## config.mk

```make
export PLATFORM = sky130hd
export DESIGN_NAME = hpi_ctrl
export DESIGN_NICKNAME = d
export VERILOG_FILES = /design/src/hpi_pkg.sv /design/src/hpi_tick.sv /design/src/hpi_port.sv /design/src/hpi_ctrl.sv
export SDC_FILE = /design/constraint.sdc
export NUM_CORES = 1
export LEC_CHECK = 0
export BUFFER_PORTS_ARGS = -buffer_cell sky130_fd_sc_hd__buf_4
export CORE_MARGIN = 1
export CORE_UTILIZATION = 43
export CTS_CLUSTER_SIZE = 40
export DETAILED_ROUTE_END_ITERATION = 10
export PLACE_DENSITY = 0.79
export SYNTH_ARGS = -nofsm -noshare
export SYNTH_HDL_FRONTEND = slang
export SYNTH_SLANG_ARGS = --single-unit
```

## constraint.sdc

```tcl
create_clock -name hclk -period 4.2 [get_ports hclk]
set_input_delay 0.21 -clock hclk [delete_from_list [all_inputs] [get_ports hclk]]
set_output_delay 0.21 -clock hclk [all_outputs]
set_load 0.01 [all_outputs]
```

## src/hpi_pkg.sv

```systemverilog
// hpi_pkg: shared constants and types of the hub port indicator block
package hpi_pkg;

  // clock and timing
  localparam int CLK_PERIOD_NS  = 20;                            // hclk period, 50 MHz
  localparam int BLINK_HALF_NS  = 250_000_000;                   // half period of a blink pattern
  localparam int BLINK_HALF_CYC = BLINK_HALF_NS / CLK_PERIOD_NS; // 12.5 M cycles
  localparam int MOD_HALF_NS    = 5_000;                         // half period of the led square wave
  localparam int MOD_HALF_CYC   = MOD_HALF_NS / CLK_PERIOD_NS;   // 250 cycles

  // register byte offsets
  localparam logic [7:0] REG_CTRL    = 8'h00;
  localparam logic [7:0] REG_SEL     = 8'h04;
  localparam logic [7:0] REG_STATUS  = 8'h08;
  localparam logic [7:0] REG_HUBCHAR = 8'h0C;

  // field positions
  localparam int SEL_W           = 3;  // selector bits per port
  localparam int STAT_GREEN_LSB  = 0;  // lit green, one bit per port
  localparam int STAT_AMBER_LSB  = 8;  // lit amber
  localparam int STAT_BABBLE_LSB = 16; // live babble input
  localparam int STAT_OVC_LSB    = 24; // live overcurrent power-off input
  localparam int HUBCHAR_IND_BIT = 7;  // indicators present
  localparam logic [2:0] HSIZE_WORD = 3'h2;

  // control register, manual_en at bit 0
  typedef struct packed {
    logic ind_present;   // bit 4
    logic pol_amber_low; // bit 3
    logic pol_green_low; // bit 2
    logic mod_en;        // bit 1
    logic manual_en;     // bit 0
  } hpi_ctrl_t;
  localparam int        CTRL_W   = 5;
  localparam hpi_ctrl_t CTRL_RST = 5'h10; // automatic, steady, active high, present

  // port state machine states
  typedef enum logic [3:0] {
    PS_POWERED_OFF   = 4'h0,
    PS_DISCONNECTED  = 4'h1,
    PS_DISABLED      = 4'h2,
    PS_NOT_CONFIG    = 4'h3,
    PS_RESETTING     = 4'h4,
    PS_TESTING       = 4'h5,
    PS_ENABLED       = 4'h6,
    PS_TRANSMIT      = 4'h7,
    PS_TRANSMIT_R    = 4'h8,
    PS_SUSPENDED     = 4'h9,
    PS_RESUMING      = 4'hA,
    PS_SEND_EOR      = 4'hB,
    PS_RESTART_ES    = 4'hC
  } hpi_pstate_t;

  // manual indicator selector
  typedef enum logic [2:0] {
    SEL_OFF      = 3'h0, // not operational
    SEL_AMBER    = 3'h1, // error
    SEL_GREEN    = 3'h2, // fully operational
    SEL_BLINK_OG = 3'h3, // software attention
    SEL_BLINK_OA = 3'h4, // hardware attention
    SEL_BLINK_GA = 3'h5  // reserved meaning
  } hpi_sel_t;

  // per-port inputs from the port logic
  typedef struct packed {
    hpi_pstate_t state;   // port state
    logic        ovc_off; // powered off by overcurrent
    logic        babble;  // babble seen
  } hpi_port_in_t;

  // one indicator pair
  typedef struct packed {
    logic green;
    logic amber;
  } hpi_led_t;

  // settings shared by all ports
  typedef struct packed {
    logic manual; // host-driven colour
    logic mod_on; // square wave in its lit half
    logic blink;  // blink phase
    logic pol_g;  // green active low
    logic pol_a;  // amber active low
  } hpi_cfg_t;

endpackage

```

## src/hpi_tick.sv

```systemverilog
// hpi_tick: free-running divider giving a one-cycle enable pulse
`timescale 1ns/1ps
`default_nettype none
module hpi_tick #(
  parameter int unsigned CYCLES = 250 // pulse period in hclk cycles
) (
  // clock and reset
  input  wire logic hclk,
  input  wire logic hresetn,
  // enable pulse
  output logic      tick
);
  localparam int unsigned  CW   = (CYCLES > 1) ? $clog2(CYCLES) : 1;
  localparam logic [CW-1:0] LAST = CW'(CYCLES - 1);

  typedef struct packed {
    logic [CW-1:0] cnt;  // cycle counter
    logic          tick; // registered pulse
  } hpi_tick_st_t;

  hpi_tick_st_t st_q; // state
  hpi_tick_st_t st_d; // next state

  // wrap at LAST, pulse once per wrap
  always_comb begin
    st_d      = st_q;
    st_d.tick = (st_q.cnt == LAST);
    st_d.cnt  = (st_q.cnt == LAST) ? '0 : st_q.cnt + CW'(1);
  end

  // state register
  always_ff @(posedge hclk or negedge hresetn) begin
    if (!hresetn) begin
      st_q <= '0;
    end else begin
      st_q <= st_d;
    end
  end

  assign tick = st_q.tick;
endmodule // hpi_tick
`default_nettype wire

```

## src/hpi_port.sv

```systemverilog
// hpi_port: colour selection, modulation and polarity for one port
`timescale 1ns/1ps
`default_nettype none
module hpi_port
  import hpi_pkg::*;
(
  // clock and reset
  input  wire logic         hclk,
  input  wire logic         hresetn,
  // settings and port status
  input  wire hpi_cfg_t     cfg,
  input  wire hpi_sel_t     sel,
  input  wire hpi_port_in_t port_in,
  // indicator state
  output hpi_led_t          lit,
  output hpi_led_t          pin
);
  typedef struct packed {
    hpi_led_t lit; // logical colour
    hpi_led_t pin; // level at the pins
  } hpi_port_st_t;

  hpi_port_st_t st_q; // state
  hpi_port_st_t st_d; // next state

  // colour decode, then square wave, then polarity
  always_comb begin
    st_d     = st_q;
    st_d.lit = '0;
    if (cfg.manual) begin
      unique case (sel)
        SEL_OFF:      ;
        SEL_AMBER:    st_d.lit.amber = 1'b1;
        SEL_GREEN:    st_d.lit.green = 1'b1;
        SEL_BLINK_OG: st_d.lit.green = cfg.blink;
        SEL_BLINK_OA: st_d.lit.amber = cfg.blink;
        SEL_BLINK_GA: begin
          // colours take turns, never both
          st_d.lit.green = cfg.blink;
          st_d.lit.amber = !cfg.blink;
        end
        default:      ; // spare codes stay dark
      endcase
    end else begin
      // automatic: steady colours only, blink ignored
      unique case (port_in.state)
        PS_POWERED_OFF: st_d.lit.amber = port_in.ovc_off;
        PS_ENABLED, PS_TRANSMIT, PS_TRANSMIT_R: st_d.lit.green = 1'b1;
        PS_DISCONNECTED, PS_DISABLED, PS_NOT_CONFIG, PS_RESETTING, PS_TESTING,
        PS_SUSPENDED, PS_RESUMING, PS_SEND_EOR, PS_RESTART_ES: ;
        default: ; // illegal state code, dark
      endcase
    end
    // dark half of the square wave saves led power
    if (!cfg.mod_on) begin
      st_d.lit = '0;
    end
    st_d.pin.green = st_d.lit.green ^ cfg.pol_g;
    st_d.pin.amber = st_d.lit.amber ^ cfg.pol_a;
  end

  // reset puts the pins at the default inactive level
  always_ff @(posedge hclk or negedge hresetn) begin
    if (!hresetn) begin
      st_q <= '0;
    end else begin
      st_q <= st_d;
    end
  end

  assign lit = st_q.lit;
  assign pin = st_q.pin;
endmodule // hpi_port
`default_nettype wire

```

## src/hpi_ctrl.sv

```systemverilog
// hpi_ctrl: port indicator controller with its AHB-Lite register slave
//
// Function
// powered-off port: amber if overcurrent, else off
// auto mode: listed inactive port states stay dark
// auto mode: enabled or transmitting ports show green
// optional square-wave modulation of led lines
// per-colour output polarity set by configuration
// manual mode: host selects each port's colour
// manual mode supports blink and steady patterns
// manual colour codes carry the standard meanings
// host blinks green on babble, amber on overcurrent
// power-up starts in automatic mode
// automatic mode never blinks
// hub characteristics bit 7 reports indicators present
// green and amber never lit together
// reset drives all pins to inactive level
//
// Chosen here: the AHB-Lite slave port and the register addresses.
`timescale 1ns/1ps
`default_nettype none
module hpi_ctrl
  import hpi_pkg::*;
#(
  parameter int unsigned NPORTS            = 4,            // downstream ports, at most 8
  parameter int unsigned BLINK_HALF_CYCLES = BLINK_HALF_CYC, // blink half period
  parameter int unsigned MOD_HALF_CYCLES   = MOD_HALF_CYC    // square wave half period
) (
  // clock and reset
  input  wire logic                       hclk,
  input  wire logic                       hresetn,
  // ahb-lite slave
  input  wire logic                       hsel,
  input  wire logic [31:0]                haddr,
  input  wire logic [1:0]                 htrans,
  input  wire logic                       hwrite,
  input  wire logic [2:0]                 hsize,
  input  wire logic [31:0]                hwdata,
  input  wire logic                       hready,
  output logic                            hreadyout,
  output logic                            hresp,
  output logic [31:0]                     hrdata,
  // port status from the hub port logic
  input  wire hpi_port_in_t [NPORTS-1:0]  port_in,
  // indicator pins and descriptor bit
  output hpi_led_t [NPORTS-1:0]           led_out,
  output logic                            hub_char_ind
);
  localparam int SEL_BITS = SEL_W * NPORTS;

  typedef struct packed {
    logic                live;     // low only in the first cycle after reset
    logic                wr_pend;  // write data phase pending
    logic [7:0]          wr_addr;  // address of that write
    logic [31:0]         rdata;    // read data for the data phase
    hpi_ctrl_t           ctrl;     // control register
    logic [SEL_BITS-1:0] sel;      // manual selectors
    logic                mod_ph;   // square wave phase
    logic                blink_ph; // blink phase
  } hpi_top_st_t;

  hpi_top_st_t            st_q;       // state
  hpi_top_st_t            st_d;       // next state
  logic                   tick_mod;   // square wave half-period pulse
  logic                   tick_blink; // blink half-period pulse
  logic                   acc;        // address phase accepted
  logic [31:0]            stat_word;  // status register view
  hpi_cfg_t               cfg;        // settings for the ports
  hpi_led_t [NPORTS-1:0]  lit;        // logical colours

  // slower rates as enable pulses
  hpi_tick #(
    .CYCLES (MOD_HALF_CYCLES)
  ) u_mod_tick (
    .hclk    (hclk),
    .hresetn (hresetn),
    .tick    (tick_mod)
  );

  hpi_tick #(
    .CYCLES (BLINK_HALF_CYCLES)
  ) u_blink_tick (
    .hclk    (hclk),
    .hresetn (hresetn),
    .tick    (tick_blink)
  );

  // zero wait state slave, always okay
  assign hreadyout = 1'b1;
  assign hresp     = 1'b0;
  assign acc       = hsel && htrans[1] && hready;

  // settings seen by every port
  always_comb begin
    cfg.manual = st_q.ctrl.manual_en;
    cfg.mod_on = !st_q.ctrl.mod_en || st_q.mod_ph;
    cfg.blink  = st_q.blink_ph;
    cfg.pol_g  = st_q.ctrl.pol_green_low;
    cfg.pol_a  = st_q.ctrl.pol_amber_low;
  end

  // status word: lit colours and live inputs
  always_comb begin
    stat_word = '0;
    for (int i = 0; i < NPORTS; i++) begin
      stat_word[STAT_GREEN_LSB + i]  = lit[i].green;
      stat_word[STAT_AMBER_LSB + i]  = lit[i].amber;
      stat_word[STAT_BABBLE_LSB + i] = port_in[i].babble;
      stat_word[STAT_OVC_LSB + i]    = port_in[i].ovc_off;
    end
  end

  // register file and bus sequencing
  always_comb begin
    logic [31:0] hc; // hub characteristics view
    hc          = '0;
    st_d        = st_q;
    st_d.live   = 1'b1;
    st_d.wr_pend = 1'b0;
    if (tick_mod) begin
      st_d.mod_ph = !st_q.mod_ph;
    end
    if (tick_blink) begin
      st_d.blink_ph = !st_q.blink_ph;
    end
    // write data arrives one cycle after its address
    if (st_q.wr_pend) begin
      case (st_q.wr_addr)
        REG_CTRL: st_d.ctrl = hpi_ctrl_t'(hwdata[CTRL_W-1:0]);
        REG_SEL:  st_d.sel  = hwdata[SEL_BITS-1:0];
        default:  ; // read-only or unmapped, ignored
      endcase
    end
    if (acc) begin
      // only whole-word writes change a register
      st_d.wr_pend = hwrite && (hsize == HSIZE_WORD);
      st_d.wr_addr = haddr[7:0];
      if (!hwrite) begin
        // next-state view, so a read right after a write sees it
        hc[HUBCHAR_IND_BIT] = st_d.ctrl.ind_present;
        case (haddr[7:0])
          REG_CTRL:    st_d.rdata = 32'(st_d.ctrl);
          REG_SEL:     st_d.rdata = 32'(st_d.sel);
          REG_STATUS:  st_d.rdata = stat_word;
          REG_HUBCHAR: st_d.rdata = hc;
          default:     st_d.rdata = '0; // unmapped reads zero
        endcase
      end
    end
  end

  // state register, automatic mode after reset
  always_ff @(posedge hclk or negedge hresetn) begin
    if (!hresetn) begin
      st_q <= '{ctrl: CTRL_RST, default: '0};
    end else begin
      st_q <= st_d;
    end
  end

  assign hrdata       = st_q.rdata;
  assign hub_char_ind = st_q.ctrl.ind_present;

  // one colour engine per port
  for (genvar g = 0; g < NPORTS; g++) begin : g_port
    hpi_port u_port (
      .hclk    (hclk),
      .hresetn (hresetn),
      .cfg     (cfg),
      .sel     (hpi_sel_t'(st_q.sel[g*SEL_W +: SEL_W])),
      .port_in (port_in[g]),
      .lit     (lit[g]),
      .pin     (led_out[g])
    );
  end
endmodule // hpi_ctrl
`default_nettype wire

```

==> flow_summary.json <==
{
  "result_of_the_run": "completed",
  "synth.area.top_cells": "sky130_fd_sc_hd__dfrtp_1, sky130_fd_sc_hd__buf_4, sky130_fd_sc_hd__mux2_2",
  "detail_route.vias_per_cell": 5.46,
  "synth.lib_cells_used.distinct": 65,
  "holdPathEnd": "hrdata[17]",
  "maximum_buffer_depth_of_the_clock_tree": 2,
  "die_area_mm2": 0.0119,
  "antenna_left": 0,
  "synth.yosys.warnings": 0,
  "asyncSetResetFlopFracSynth_pct": 100,
  "synth_sequential_area_ratio_pct": 49.6,
  "post-synth-top-area-cell": "sky130_fd_sc_hd__dfrtp_1",
  "core_region_area_mm2": 0.0110,
  "cts.sink_count": 98,
  "max-vdd-ir-drop_mv": 0.242,
  "post-place-ws_ns": 2.11,
  "slew-limit-headroom_pct": 41.5,
  "maximum_number_of_pins_on_one_net_before_global_route_repair": 60,
  "worst_hold_path.num_cells": 2,
  "min_from": "port_in[6]",
  "rr_worst_depth": 5,
  "vias_after_detailed_routing": 3596,
  "placed_area_mm2": 0.00546,
  "grt.overflow.total": 0,
  "critical_path_class": "register to register",
  "number_of_antenna_violations_at_the_first_check_in_global_routing": 0,
  "power_per_cell_area_mw_per_mm2": 349,
  "final.fill_count": 970,
  "die_w_um": 109,
  "tritoncts_clock_tree": "done",
  "core_occupancy_in_the_finished_layout_pct": 52.5,
  "layout-area-overhead-vs-synth_pct": 17.0,
  "synth-edff-count": 0,
  "maxClockFrequency_ghz": 0.504,
  "max_stage_delay_ns": 0.64,
  "path_max_fanout": 12,
  "synth_flop_cell": "sky130_fd_sc_hd__dfrtp_1",
  "period_needed_ns": 1.99,
  "cts_made_buffers": 9,
  "category_of_the_worst_setup_path_capture_point": "register",
  "number_of_global_route_vias_before_repair": 3532,
  "wire_length_of_the_first_global_routing_pass_mm": 16.7,
  "regToRegStartpoint": "u_blink_tick.st_q[1]",
  "timing.final.max_slew_violations": 0,
  "n_antenna_cell": 0,
  "r2r_slack_ns": 2.21,
  "cts.htree.levels": 3,
  "layout-drive-gt1-share_pct": 25.2,
  "finish_stage_setup_viols": 0,
  "finalSetupTns_ns": 0,
  "num-nets-final": 615,
  "most_frequent_cell_on_critical_path": "sky130_fd_sc_hd__nor2_1",
  "cts_repair_resize_count": 0,
  "first_pass_iters": 4,
  "critPathLaunchType": "register",
  "synth_top_area_share_pct": 49.1,
  "max_slew.worst_pin.slew_ns": 0.871,
  "port-buffer-count": 81,
  "final.setup_skew_ns": 0.00506,
  "multi_input_comb_area_mm2": 0.00217,
  "critPathSlowestCell": "sky130_fd_sc_hd__nor2_1",
  "drt-wirelength-per-cell_um": 15.9,
  "critical_path.cell_chain": "ha_1 > and4_1 > nand4_1 > nor2_1 > nor2_1",
  "r2r_end": "u_blink_tick.st_q[13]",
  "stdcell_area_mm2": 0.00579,
  "number_of_cell_rows": 38,
  "wirelength_mm": 10.5,
  "p_leak_nw": 2.72,
  "worst_ep_arrival_time_ns": 2.18,
  "routabilityCongestion": 0.820,
  "clkLatencyLatePin_ns": 0.35,
  "synth_area_per_cell_um2": 10.8,
  "maxCapViolations": 0,
  "cp_data_required_time_ns": 4.40,
  "layout.area.seq_mm2": 0.00245,
  "path_clk_slew_ns": 0.07,
  "sum_of_internal_switching_and_leakage_power_mw": 2.02,
  "pin_count": 141,
  "post_route_clock_period_utilization_pct": 47.3,
  "global_route.usage.total_pct": 18.4,
  "ys_ff_latch": 98,
  "first_iter_violations": 219,
  "initial_core_util_pct": 44.9,
  "rsz_0062_raised_after_global_routing": "false",
  "drc": 0,
  "hold_path_class": "input port to register",
  "die_y_um": 109,
  "clockRootBuffer": "sky130_fd_sc_hd__clkbuf_16",
  "synth_area_mm2": 0.00495,
  "synthesis.instances": 457,
  "final_hpwl_from_detailed_placement_mm": 7.65,
  "post-route-worst-setup-slack_ns": 2.21,
  "hold_violations": 0
}
-- cells by family after synthesis --
family / count (synthesis) / share of synthesized area [%]
compound gates: 79 / 11.6
xor+xnor: 29 / 5.13
fa+ha+maj: 3 / 0.759
buf+inv: 60 / 7.56
flops: 98 / 49.6
mux: 19 / 4.17
other cells: 2 / 0.152
simple gates: 167 / 21.0
-- worst max path at each step --
| stage | from | endpoint |
|---|---|---|
| floorplan | st_q[57] | hrdata[4] |
| global placement | haddr[5] | hrdata[2] |
| detailed placement | haddr[5] | hrdata[2] |
| CTS | u_blink_tick.st_q[1] | u_blink_tick.st_q[13] |
| global route | u_blink_tick.st_q[1] | u_blink_tick.st_q[13] |
| finish | u_blink_tick.st_q[1] | u_blink_tick.st_q[13] |
-- timing repair --
item	in CTS	in global routing
setup buffers	0	0
hold endpoints to repair	57	0
hold buffers	1	0
-- where the power goes --
part	switching (mW)	internal [mW]	total, mW
registers	0.0304	0.965	0.996
logic	0.0710	0.0640	0.135
clock network	0.364	0.527	0.891
-- through the flow --
stage               hold WS (ns)  cells
finish                    0.0804    659
global route              0.0847    659
CTS                       0.0696    659
detailed placement         0.330    642
global placement           0.311    642
floorplan                -0.0856    469
-- worst max-delay path: cells and delay by family, from the launching register on --
| family | cells | cell delay, ns |
|---|---|---|
| simple gates | 4 | 1.19 |
| flops | 1 | 0.41 |
| fa+ha+maj | 1 | 0.24 |
-- cell usage in the layout, fill, tap and decap left out, types with 3 or more instances in the layout --
| cell type | n |
|---|---|
| sky130_fd_sc_hd__ha_1 | 3 |
| sky130_fd_sc_hd__and3_1 | 8 |
| sky130_fd_sc_hd__inv_1 | 9 |
| sky130_fd_sc_hd__dfrtp_1 | 97 |
| sky130_fd_sc_hd__o21ai_0 | 18 |
| sky130_fd_sc_hd__nand2b_1 | 4 |
| sky130_fd_sc_hd__nand2_1 | 21 |
| sky130_fd_sc_hd__nor2b_1 | 15 |
| sky130_fd_sc_hd__nand4_1 | 15 |
| sky130_fd_sc_hd__xnor2_1 | 15 |
| sky130_fd_sc_hd__nor3_1 | 12 |
| sky130_fd_sc_hd__conb_1 | 14 |
| sky130_fd_sc_hd__nand3_1 | 21 |
| sky130_fd_sc_hd__a21o_1 | 8 |
| sky130_fd_sc_hd__nor2_1 | 26 |
| sky130_fd_sc_hd__xor2_1 | 14 |
| sky130_fd_sc_hd__mux2i_1 | 6 |
| sky130_fd_sc_hd__a21oi_1 | 9 |
| sky130_fd_sc_hd__mux2_2 | 13 |
| sky130_fd_sc_hd__a221oi_1 | 6 |
| sky130_fd_sc_hd__or3_1 | 6 |
| sky130_fd_sc_hd__nor4_1 | 3 |
| sky130_fd_sc_hd__buf_4 | 83 |
| sky130_fd_sc_hd__a21bo_2 | 3 |
| sky130_fd_sc_hd__a21boi_0 | 5 |
| sky130_fd_sc_hd__and4_1 | 6 |
| sky130_fd_sc_hd__a22o_1 | 14 |
| sky130_fd_sc_hd__o31ai_1 | 4 |
| sky130_fd_sc_hd__and3b_1 | 7 |
| sky130_fd_sc_hd__clkbuf_16 | 9 |
-- per-layer routing --
metal,vias up,global-route usage (%),wire [µm]
li1,1718,-,-
met4,0,9.24,227
met1,1741,22.8,4440
met2,116,31.4,5300
met5,-,0,0
met3,21,2.33,532
-- final cells by class --
class	count	share of cell area (%)
Tap cell	140	3.02
Multi-Input combinational cell	311	37.4
Clock inverter	7	1.75
Inverter	10	0.648
Clock buffer	9	3.89
Timing Repair Buffer	84	10.9
Sequential cell	98	42.4
-- synth_stat cells, types with 2 or more instances --
library cell	count
sky130_fd_sc_hd__nand2b_1	4
sky130_fd_sc_hd__nand3_1	21
sky130_fd_sc_hd__buf_2	4
sky130_fd_sc_hd__ha_1	3
sky130_fd_sc_hd__xor2_1	14
sky130_fd_sc_hd__or4b_1	2
sky130_fd_sc_hd__clkbuf_1	8
sky130_fd_sc_hd__dfrtp_1	97
sky130_fd_sc_hd__mux2_2	13
sky130_fd_sc_hd__nor4_4	2
sky130_fd_sc_hd__and4_1	6
sky130_fd_sc_hd__mux2i_1	6
sky130_fd_sc_hd__a21oi_1	9
sky130_fd_sc_hd__or3_1	6
sky130_fd_sc_hd__nand3_2	2
sky130_fd_sc_hd__a221oi_1	6
sky130_fd_sc_hd__inv_1	9
sky130_fd_sc_hd__and3b_1	7
sky130_fd_sc_hd__a21bo_2	3
sky130_fd_sc_hd__o21ai_0	18
sky130_fd_sc_hd__buf_4	34
sky130_fd_sc_hd__conb_1	2
sky130_fd_sc_hd__and2_1	2
sky130_fd_sc_hd__nand4_1	15
sky130_fd_sc_hd__a21o_1	8
sky130_fd_sc_hd__nor2b_1	15
sky130_fd_sc_hd__buf_6	2
sky130_fd_sc_hd__a22o_1	14
sky130_fd_sc_hd__and3_1	8
sky130_fd_sc_hd__xnor2_1	15
sky130_fd_sc_hd__nand2_1	21
sky130_fd_sc_hd__nor2_1	26
sky130_fd_sc_hd__o31ai_1	4
sky130_fd_sc_hd__nor3_1	12
sky130_fd_sc_hd__a21boi_0	5
sky130_fd_sc_hd__nor4b_4	2
sky130_fd_sc_hd__nor4_1	3
sky130_fd_sc_hd__a311oi_1	2
-- registers in the layout, summed over array words and instances, names as in the netlist, 4 cells and up --
name,cells
g_port.u_port.lit,8
g_port.u_port.pin,8
u_mod_tick.st_q,8
st_q,23
cfg,4
u_blink_tick.st_q,24
hrdata,20
No activity file was read; power rests on OpenSTA's default activity.
